`config.mk`:
```
export PLATFORM = sky130hd
export DESIGN_NAME = fer_top
export DESIGN_NICKNAME = d
export VERILOG_FILES = /design/src/core/fer_pkg.sv /design/src/core/fer_top.sv
export VERILOG_INCLUDE_DIRS = /design/src /design/src/core
export SDC_FILE = /design/constraint.sdc
export NUM_CORES = 1
export LEC_CHECK = 0
export ABC_AREA = 1
export BUFFER_PORTS_ARGS = -buffer_cell sky130_fd_sc_hd__buf_2
export CAP_MARGIN = 20
export CORE_ASPECT_RATIO = 1.5
export CORE_MARGIN = 5
export CORE_UTILIZATION = 55
export CTS_CLUSTER_DIAMETER = 120
export DETAILED_ROUTE_END_ITERATION = 12
export PLACE_DENSITY_LB_ADDON = 0.15
export SLEW_MARGIN = 20
export SYNTH_ARGS = -nofsm -noshare
export SYNTH_HDL_FRONTEND = slang
export SYNTH_SLANG_ARGS = --single-unit
```
`constraint.sdc`:
```
create_clock -name sys_clk -period 6.9 [get_ports sys_clk]
set_input_delay 0.69 -clock sys_clk [delete_from_list [all_inputs] [get_ports sys_clk]]
set_output_delay 0.69 -clock sys_clk [all_outputs]
set_load 0.03 [all_outputs]
```
`src/core/fer_regs.svh`:
```
/*
 register map, field positions and reset values of the floating-point error reporting unit.
 assumes a 32-bit axi4-lite register bus with one register per aligned word.
*/
`ifndef FER_REGS_SVH
`define FER_REGS_SVH

`define FER_ADDR_W 4
`define FER_OFS_CTRL 4'h0
`define FER_OFS_STATUS 4'h4
`define FER_OFS_INT_STATUS 4'h8
`define FER_OFS_INT_MASK 4'hC

`define FER_NUM_EXC 6
`define FER_NUM_EV 4
`define FER_CTRL_MASK_LSB 0
`define FER_CTRL_NE_BIT 8
`define FER_CTRL_DEFER_BIT 9
`define FER_CTRL_W 10
`define FER_CTRL_RESET 10'h03F

`define FER_ST_ERR_BIT 6
`define FER_ST_FROZEN_BIT 7
`define FER_ST_SIMD_LSB 8

`define FER_EV_ERR 0
`define FER_EV_FREEZE 1
`define FER_EV_SIMD 2
`define FER_EV_IGNORED 3

`define FER_RESP_OKAY 2'b00
`define FER_RESP_SLVERR 2'b10

`endif

```
`src/core/fer_pkg.sv`:
```
/*
 types of the floating-point error reporting unit.
 assumes fer_regs.svh supplies the widths.
*/
`default_nettype none
`include "fer_regs.svh"

package fer_pkg;

    // instruction classes as the core presents them at issue
    typedef enum logic [2:0] {
        FER_KIND_WAIT,
        FER_KIND_NOWAIT,
        FER_KIND_CLEAR,
        FER_KIND_INIT,
        FER_KIND_SAVE,
        FER_KIND_RESTORE,
        FER_KIND_LOADENV
    } fer_kind_t;

    typedef struct packed {
        logic valid;
        fer_kind_t kind;
        logic [`FER_NUM_EXC-1:0] load_flags;
    } fer_issue_t;

    typedef struct packed {
        logic valid;
        logic simd;
        logic [`FER_NUM_EXC-1:0] flags;
    } fer_exc_t;

    typedef enum logic {
        FER_RUN,
        FER_FROZEN
    } fer_state_t;

endpackage : fer_pkg

`default_nettype wire

```
`src/core/fer_top.sv`:
```
/*
 floating-point error reporting unit: sticky exception flags, numeric-error pin, freeze control,
 event interrupt and an axi4-lite register slave.
 assumes the core presents issue and exception reports on sys_clk; pins are asynchronous.
*/
// The implementer's own choices: register access over AXI4-Lite and the address map.
`timescale 1ns/1ns
`default_nettype none
`include "fer_regs.svh"

// Operation
// RULE1 - exception flags are sticky, accumulating until explicitly cleared
// RULE2 - only clear, reinitialise, save, restore or load-environment alter the flags
// RULE3 - unmasked compatibility-mode error is delivered through external interrupt controller and irq
// RULE4 - error pin asserts at detection or at next waiting instruction, per setting
// RULE5 - pending unmasked exception freezes next waiting instruction unless ignored or no-wait
// RULE6 - frozen core stays frozen until an external interrupt arrives
// RULE7 - with the error interrupt disabled, freeze lasts until another interrupt
// RULE8 - compatibility mode with ignore input active disregards the exception and continues
// RULE9 - error line to the host signals unmasked exceptions
// RULE10 - waiting instruction with flags still active raises the error again
// RULE11 - handler clears or disables active flags before return or further waiting instructions
// RULE12 - error pin deasserts once the flags are cleared
// RULE13 - handler should clear the controller request before clearing the unit's error
// RULE14 - masked exceptions set flags only, with no external indication
// RULE15 - simd exceptions never drive the error pin and ignore the ignore input
// RULE16 - error pin holds while any unmasked flag is set, inactive from reset; the code keeps the pin inactive whenever the ctrl NE bit is set
module fer_top
    import fer_pkg::*;
(
    // clock and reset
    input wire logic sys_clk,
    input wire logic rst,
    // core side
    input wire fer_issue_t issue,
    input wire fer_exc_t exc,
    output logic freeze_out,
    output logic native_fault_out,
    // pins
    input wire logic ignore_numeric_error_in_n,
    input wire logic maskable_irq_in,
    output logic numeric_error_out_n,
    output logic irq,
    // axi4-lite slave
    input wire logic [`FER_ADDR_W-1:0] s_axi_awaddr,
    input wire logic s_axi_awvalid,
    output logic s_axi_awready,
    input wire logic [31:0] s_axi_wdata,
    input wire logic [3:0] s_axi_wstrb,
    input wire logic s_axi_wvalid,
    output logic s_axi_wready,
    output logic [1:0] s_axi_bresp,
    output logic s_axi_bvalid,
    input wire logic s_axi_bready,
    input wire logic [`FER_ADDR_W-1:0] s_axi_araddr,
    input wire logic s_axi_arvalid,
    output logic s_axi_arready,
    output logic [31:0] s_axi_rdata,
    output logic [1:0] s_axi_rresp,
    output logic s_axi_rvalid,
    input wire logic s_axi_rready
);

    localparam int NX = `FER_NUM_EXC;
    localparam int NE = `FER_NUM_EV;

    // pin synchronisers
    logic ign_meta;
    logic ign_sync;
    logic irq_meta;
    logic irq_sync;

    always_ff @(posedge sys_clk or posedge rst)
    begin
        if (rst)
        begin
            ign_meta <= 1'b1;
            ign_sync <= 1'b1;
            irq_meta <= 1'b0;
            irq_sync <= 1'b0;
        end
        else
        begin
            ign_meta <= ignore_numeric_error_in_n;
            ign_sync <= ign_meta;
            irq_meta <= maskable_irq_in;
            irq_sync <= irq_meta;
        end
    end

    // axi write and read state
    logic aw_got;
    logic w_got;
    logic [`FER_ADDR_W-1:0] waddr;
    logic [31:0] wdata;
    logic [3:0] wstrb;
    logic wr_fire;
    logic next_aw_got;
    logic next_w_got;
    logic [`FER_ADDR_W-1:0] next_waddr;
    logic [31:0] next_wdata;
    logic [3:0] next_wstrb;
    logic next_wr_fire;
    logic next_awready;
    logic next_wready;
    logic next_bvalid;
    logic [1:0] next_bresp;
    logic next_arready;
    logic next_rvalid;
    logic [31:0] next_rdata;
    logic [1:0] next_rresp;

    // unit state
    logic [`FER_CTRL_W-1:0] ctrl;
    logic [NX-1:0] flags;
    logic [NX-1:0] simd_flags;
    logic [NE-1:0] int_status;
    logic [NE-1:0] int_mask;
    logic armed;
    logic err_prev;
    fer_state_t state;
    logic [`FER_CTRL_W-1:0] next_ctrl;
    logic [NX-1:0] next_flags;
    logic [NX-1:0] next_simd_flags;
    logic [NE-1:0] next_int_status;
    logic [NE-1:0] next_int_mask;
    logic next_armed;
    logic next_err_prev;
    fer_state_t next_state;
    logic next_freeze;
    logic next_native_fault;
    logic next_error_n;
    logic next_irq;

    logic [31:0] status_word;
    logic pending;
    logic err_active;

    function automatic logic [31:0] merge(input logic [31:0] old, input logic [31:0] val, input logic [3:0] strb);
        logic [31:0] res;
        res = old;
        for (int b = 0; b < 4; b++)
        begin
            if (strb[b])
            begin
                res[b*8 +: 8] = val[b*8 +: 8];
            end
        end
        return res;
    endfunction : merge

    always_comb
    begin
        status_word = 32'h0000_0000;
        status_word[NX-1:0] = flags;
        status_word[`FER_ST_ERR_BIT] = ~numeric_error_out_n;
        status_word[`FER_ST_FROZEN_BIT] = freeze_out;
        status_word[`FER_ST_SIMD_LSB +: NX] = simd_flags;
    end

    // axi channels: one write and one read under way at most
    always_comb
    begin
        next_aw_got = aw_got;
        next_w_got = w_got;
        next_waddr = waddr;
        next_wdata = wdata;
        next_wstrb = wstrb;
        next_wr_fire = 1'b0;
        next_bvalid = s_axi_bvalid;
        next_bresp = s_axi_bresp;
        next_arready = s_axi_arready;
        next_rvalid = s_axi_rvalid;
        next_rdata = s_axi_rdata;
        next_rresp = s_axi_rresp;
        if (s_axi_awvalid && s_axi_awready)
        begin
            next_aw_got = 1'b1;
            next_waddr = s_axi_awaddr;
        end
        if (s_axi_wvalid && s_axi_wready)
        begin
            next_w_got = 1'b1;
            next_wdata = s_axi_wdata;
            next_wstrb = s_axi_wstrb;
        end
        if (s_axi_bvalid && s_axi_bready)
        begin
            next_bvalid = 1'b0;
        end
        if (aw_got && w_got && !s_axi_bvalid)
        begin
            next_aw_got = 1'b0;
            next_w_got = 1'b0;
            next_wr_fire = 1'b1;
            next_bvalid = 1'b1;
            next_bresp = (waddr == `FER_OFS_CTRL || waddr == `FER_OFS_INT_STATUS || waddr == `FER_OFS_INT_MASK)
                ? `FER_RESP_OKAY : `FER_RESP_SLVERR;
        end
        next_awready = !next_aw_got && !next_bvalid && !next_wr_fire;
        next_wready = !next_w_got && !next_bvalid && !next_wr_fire;
        if (s_axi_arvalid && s_axi_arready)
        begin
            next_arready = 1'b0;
            next_rvalid = 1'b1;
            next_rresp = `FER_RESP_OKAY;
            case (s_axi_araddr)
                `FER_OFS_CTRL: next_rdata = {{(32-`FER_CTRL_W){1'b0}}, ctrl};
                `FER_OFS_STATUS: next_rdata = status_word;
                `FER_OFS_INT_STATUS: next_rdata = {{(32-NE){1'b0}}, int_status};
                `FER_OFS_INT_MASK: next_rdata = {{(32-NE){1'b0}}, int_mask};
                default:
                begin
                    next_rdata = 32'h0000_0000;
                    next_rresp = `FER_RESP_SLVERR;
                end
            endcase
        end
        else if (s_axi_rvalid && s_axi_rready)
        begin
            next_rvalid = 1'b0;
            next_arready = 1'b1;
        end
    end

    always_ff @(posedge sys_clk or posedge rst)
    begin
        if (rst)
        begin
            aw_got <= 1'b0;
            w_got <= 1'b0;
            waddr <= '0;
            wdata <= 32'h0000_0000;
            wstrb <= 4'h0;
            wr_fire <= 1'b0;
            s_axi_awready <= 1'b0;
            s_axi_wready <= 1'b0;
            s_axi_bvalid <= 1'b0;
            s_axi_bresp <= `FER_RESP_OKAY;
            s_axi_arready <= 1'b0;
            s_axi_rvalid <= 1'b0;
            s_axi_rdata <= 32'h0000_0000;
            s_axi_rresp <= `FER_RESP_OKAY;
        end
        else
        begin
            aw_got <= next_aw_got;
            w_got <= next_w_got;
            waddr <= next_waddr;
            wdata <= next_wdata;
            wstrb <= next_wstrb;
            wr_fire <= next_wr_fire;
            s_axi_awready <= next_awready;
            s_axi_wready <= next_wready;
            s_axi_bvalid <= next_bvalid;
            s_axi_bresp <= next_bresp;
            s_axi_arready <= next_arready || (!s_axi_arready && !s_axi_rvalid && !next_rvalid);
            s_axi_rvalid <= next_rvalid;
            s_axi_rdata <= next_rdata;
            s_axi_rresp <= next_rresp;
        end
    end

    // error reporting core
    always_comb
    begin
        logic ignore_active;
        logic waits;
        logic stalls;
        logic clear_ev;
        logic [NE-1:0] ev;
        logic [31:0] w1c;
        ignore_active = !ign_sync;
        // masked exceptions only keep their flag
        pending = |(flags & ~ctrl[`FER_CTRL_MASK_LSB +: NX]); // [RULE14]
        waits = issue.valid && (issue.kind == FER_KIND_WAIT || issue.kind == FER_KIND_RESTORE
            || issue.kind == FER_KIND_LOADENV);
        stalls = waits && pending && state == FER_RUN;
        ev = '0;
        next_state = state;
        next_native_fault = 1'b0;
        next_ctrl = ctrl;
        next_int_mask = int_mask;
        next_flags = flags;
        next_simd_flags = simd_flags;
        clear_ev = 1'b0;
        case (state)
            FER_RUN:
            begin
                if (stalls && ctrl[`FER_CTRL_NE_BIT])
                begin
                    next_native_fault = 1'b1;
                end
                else if (stalls && ignore_active)
                begin
                    ev[`FER_EV_IGNORED] = 1'b1; // [RULE8]
                end
                else if (stalls)
                begin
                    next_state = FER_FROZEN; // [RULE5] [RULE10]
                    ev[`FER_EV_FREEZE] = 1'b1;
                end
            end
            FER_FROZEN:
            begin
                // any taken interrupt releases, the error one or another [RULE6] [RULE7]
                if (irq_sync || ignore_active)
                begin
                    next_state = FER_RUN; // [RULE8]
                end
            end
            default: next_state = FER_RUN;
        endcase
        // a stalled instruction does not execute, so it cannot touch the flags
        if (issue.valid && !stalls && state == FER_RUN)
        begin
            case (issue.kind)
                FER_KIND_CLEAR, FER_KIND_INIT, FER_KIND_SAVE:
                begin
                    next_flags = '0; // [RULE2]
                    clear_ev = 1'b1;
                end
                FER_KIND_RESTORE, FER_KIND_LOADENV: next_flags = issue.load_flags; // [RULE2]
                default: next_flags = flags;
            endcase
        end
        // set wins over a clear in the same cycle
        if (exc.valid && exc.simd)
        begin
            next_simd_flags = simd_flags | exc.flags; // [RULE15]
            ev[`FER_EV_SIMD] = 1'b1;
        end
        else if (exc.valid)
        begin
            next_flags = next_flags | exc.flags; // [RULE1]
        end
        // deferred reporting waits for the next issued instruction that is not a no-wait one
        next_armed = pending && (armed || (issue.valid && issue.kind != FER_KIND_NOWAIT)) && !clear_ev; // [RULE4]
        err_active = pending && !ctrl[`FER_CTRL_NE_BIT] && (!ctrl[`FER_CTRL_DEFER_BIT] || armed); // [RULE4] [RULE16]
        next_error_n = !err_active; // [RULE3] [RULE9] [RULE12]
        next_err_prev = err_active;
        ev[`FER_EV_ERR] = err_active && !err_prev;
        w1c = 32'h0000_0000;
        if (wr_fire && waddr == `FER_OFS_CTRL)
        begin
            next_ctrl = `FER_CTRL_W'(merge({{(32-`FER_CTRL_W){1'b0}}, ctrl}, wdata, wstrb));
        end
        if (wr_fire && waddr == `FER_OFS_INT_MASK)
        begin
            next_int_mask = NE'(merge({{(32-NE){1'b0}}, int_mask}, wdata, wstrb));
        end
        if (wr_fire && waddr == `FER_OFS_INT_STATUS)
        begin
            w1c = merge(32'h0000_0000, wdata, wstrb);
        end
        next_int_status = (int_status & ~w1c[NE-1:0]) | ev;
        next_irq = |(next_int_status & next_int_mask);
        next_freeze = next_state == FER_FROZEN;
    end

    always_ff @(posedge sys_clk or posedge rst)
    begin
        if (rst)
        begin
            ctrl <= `FER_CTRL_RESET;
            flags <= '0;
            simd_flags <= '0;
            int_status <= '0;
            int_mask <= '0;
            armed <= 1'b0;
            err_prev <= 1'b0;
            state <= FER_RUN;
            freeze_out <= 1'b0;
            native_fault_out <= 1'b0;
            numeric_error_out_n <= 1'b1;
            irq <= 1'b0;
        end
        else
        begin
            ctrl <= next_ctrl;
            flags <= next_flags;
            simd_flags <= next_simd_flags;
            int_status <= next_int_status;
            int_mask <= next_int_mask;
            armed <= next_armed;
            err_prev <= next_err_prev;
            state <= next_state;
            freeze_out <= next_freeze;
            native_fault_out <= next_native_fault;
            numeric_error_out_n <= next_error_n;
            irq <= next_irq;
        end
    end

endmodule : fer_top

`default_nettype wire

```
==> flow_metrics.env <==
export IMPL_period_minus_slack_ns=1.78
export IMPL_end_kind="output pin"
export IMPL_clk_pin_slew_ns=0.08
export IMPL_cts_htree_levels=3
export IMPL_drive_gt1_share_pct=22.2
export IMPL_row_count=36
export IMPL_insertedDiodeCount=0
export IMPL_slowest_stage="dfstp_2"
export IMPL_crit_chain="buf_2"
export IMPL_grt_pass1_vias=2814
export IMPL_syn2layout_area_growth_pct=15.1
export IMPL_multi_input_area_sq_um=1300
export IMPL_ant_nets=0
export IMPL_criticalPathCategory="flip-flop to output pin"
export IMPL_fp_dieH_um=110
export IMPL_seq_area_frac_synth_pct=55.3
export IMPL_grt_util_all_layers_pct=19.2
export IMPL_synth_distinct_cells=30
export IMPL_fin_crit_sh_pct=25.7
export IMPL_grt_max_degree=81
export IMPL_floorplan_die_area_sq_um=8380
export IMPL_place_hpwl_um=5650
export IMPL_cts_tree="done"
export IMPL_status="finished clean"
export IMPL_crit_required_ns=6.21
export IMPL_register_area_sq_um=2010
export IMPL_start_util_pct=56.1
export IMPL_overflow=0
export IMPL_hp_class="flip-flop to flip-flop"
export IMPL_cts_resized=0
export IMPL_finalWirelength_um=7390
export IMPL_numCtsBuffers=9
export IMPL_pin_count=116
export IMPL_maxCapViolCount=0
export IMPL_mostFrequentLayoutCell="nand2_1"
export IMPL_die_w_um=76.4
export IMPL_slew_violations=0
export IMPL_insertion_delay_ns=0.35
export IMPL_vias_per_cell=4.83
export IMPL_final_nets=574
export IMPL_finalPower_mw=1.48
export IMPL_grt_pass1_wl_um=12700
export IMPL_antenna_found_initial=0
export IMPL_slew_headroom_pct=35.1
export IMPL_syn_inst=430
export IMPL_first_pass_iters=4
export IMPL_syn_area_per_cell_sq_um=8.46
export IMPL_yosysWarnings=0
export IMPL_numPortBuffers=71
export IMPL_slowest_delay_ns=0.55
export IMPL_gp_congestion=0.839
export IMPL_final_cell_mix="nand2_1, dfrtp_1, buf_2"
export IMPL_hold_viol=0
export IMPL_fin_skew_ns=0.0150
export IMPL_drt_initial_drc_count=176
export IMPL_synth_seq_cells=80
export IMPL_final_setup_tns_ns=0
export IMPL_worst_path_max_fanout=2
export IMPL_syn_cell_area_sq_um=3640
export IMPL_tightest_slew_ns=0.974
export IMPL_cts_hold_fix_buffers=0
export IMPL_wire_per_inst_um=12.7
export IMPL_setup_viol=0
export IMPL_power_leakage_nw=2.27
export IMPL_post_cts_buffers=0
export IMPL_cts_sinks=80
export IMPL_fillers=589
export IMPL_vdd_drop_max_mv=0.267
export IMPL_clock_fmax_mhz=563
export IMPL_clockBufferDepth=2
export IMPL_crit_buf_inv=1
export IMPL_rsz0062_at_grt="false"
export IMPL_clock_root_buffer="clkbuf_8"
export IMPL_whs_ns=0.356
export IMPL_fp_coreArea_sq_um=6490
export IMPL_via_count=2820
export IMPL_cpLargestDelayFamily="flip-flops"
export IMPL_worstPathArrival_ns=1.09
export IMPL_powerDensity_nw_per_um2=354
export IMPL_drc=0
export IMPL_start_kind="flip-flop"
## cells in the mapped netlist
master | instances | area, sq um
nand4_2 | 1 | 12.5
buf_2 | 1 | 5.00
nand2_1 | 163 | 612
nor2_2 | 1 | 6.26
o21ai_2 | 5 | 43.8
o22ai_1 | 2 | 12.5
o21ai_0 | 29 | 145
a21boi_0 | 1 | 7.51
inv_1 | 51 | 191
nor3_4 | 2 | 32.5
nand2_2 | 2 | 12.5
dfstp_2 | 9 | 236
a21oi_1 | 4 | 20.0
dfrtp_1 | 71 | 1780
nand4_1 | 7 | 43.8
nand3_2 | 1 | 10.0
conb_1 | 1 | 3.75
a21oi_2 | 1 | 8.76
buf_6 | 1 | 11.3
clkbuf_1 | 7 | 26.3
buf_4 | 20 | 150
o31ai_1 | 6 | 45.0
nor2_1 | 13 | 48.8
nand3b_1 | 1 | 7.51
inv_2 | 3 | 11.3
nor3_1 | 2 | 10.0
nand2_4 | 1 | 11.3
nand3_1 | 21 | 105
nor4_4 | 1 | 21.3
o21ai_1 | 2 | 10.0
## kinds of logic after synthesis
kind of cell	share of synthesized area [%]
other cells	0.103
flops	55.3
buf+inv	10.9
simple gates	25.7
compound gates	8.05
## through the flow
step	area (sq um)	utilization (%)	instances	worst slack (ns)
6_report	4190	64.6	584	5.12
5_1_grt	4190	64.6	584	5.08
4_1_cts	4190	64.6	584	5.10
3_5_place_dp	3980	61.3	568	4.94
3_3_place_gp	3980	61.3	568	4.94
2_1_floorplan	3710	-	449	4.17
## report_power, final
| part | internal, mW | switching (mW) | total [mW] | leakage [nW] |
|---|---|---|---|---|
| clock network | 0.214 | 0.157 | 0.371 | 0.108 |
| logic | 0.126 | 0.276 | 0.402 | 1.20 |
| registers | 0.616 | 0.0946 | 0.711 | 0.959 |
| total | 0.956 | 0.528 | 1.48 | 2.27 |
## flip-flops by register name, summed over array words and instances (netlist names), 2 cells and up
register	flops
ctrl	10
wdata	10
int_mask	4
simd_flags	6
int_status	4
flags	6
s_axi_rdata	14
waddr	4
wstrb	2
## per-layer routing
metal	vias up	global-route usage (%)	wire, um
li1	1451	-	-
met1	1276	22.6	3080
met2	79	32.4	3650
met3	14	4.43	437
met4	0	10.6	216
met5	-	0	0
## cell type report
cell class              instances  area share [%]
clock buffers                  13            3.55
clock inverters                 3            1.55
inverters                      54            4.84
multi-input cells             286            31.1
flip-flops and latches         80            48.1
well taps                      76            2.27
repair buffers                 72            8.66
## final timing paths
kind                                       end  slack, ns           startpoint  cells after the start
max                        numeric_error_out_n       5.12  numeric_error_out_n                      1
min                                   ign_sync       0.36             ign_meta                      0
max reg2reg                                irq       5.29              ctrl[3]                      9
min reg2reg                           ign_sync       0.36             ign_meta                      0
max in group asynchronous             wdata[4]       5.63                  rst                      3
min in group asynchronous     native_fault_out       0.63                  rst                      3
Power figures use the tool's default switching activity.
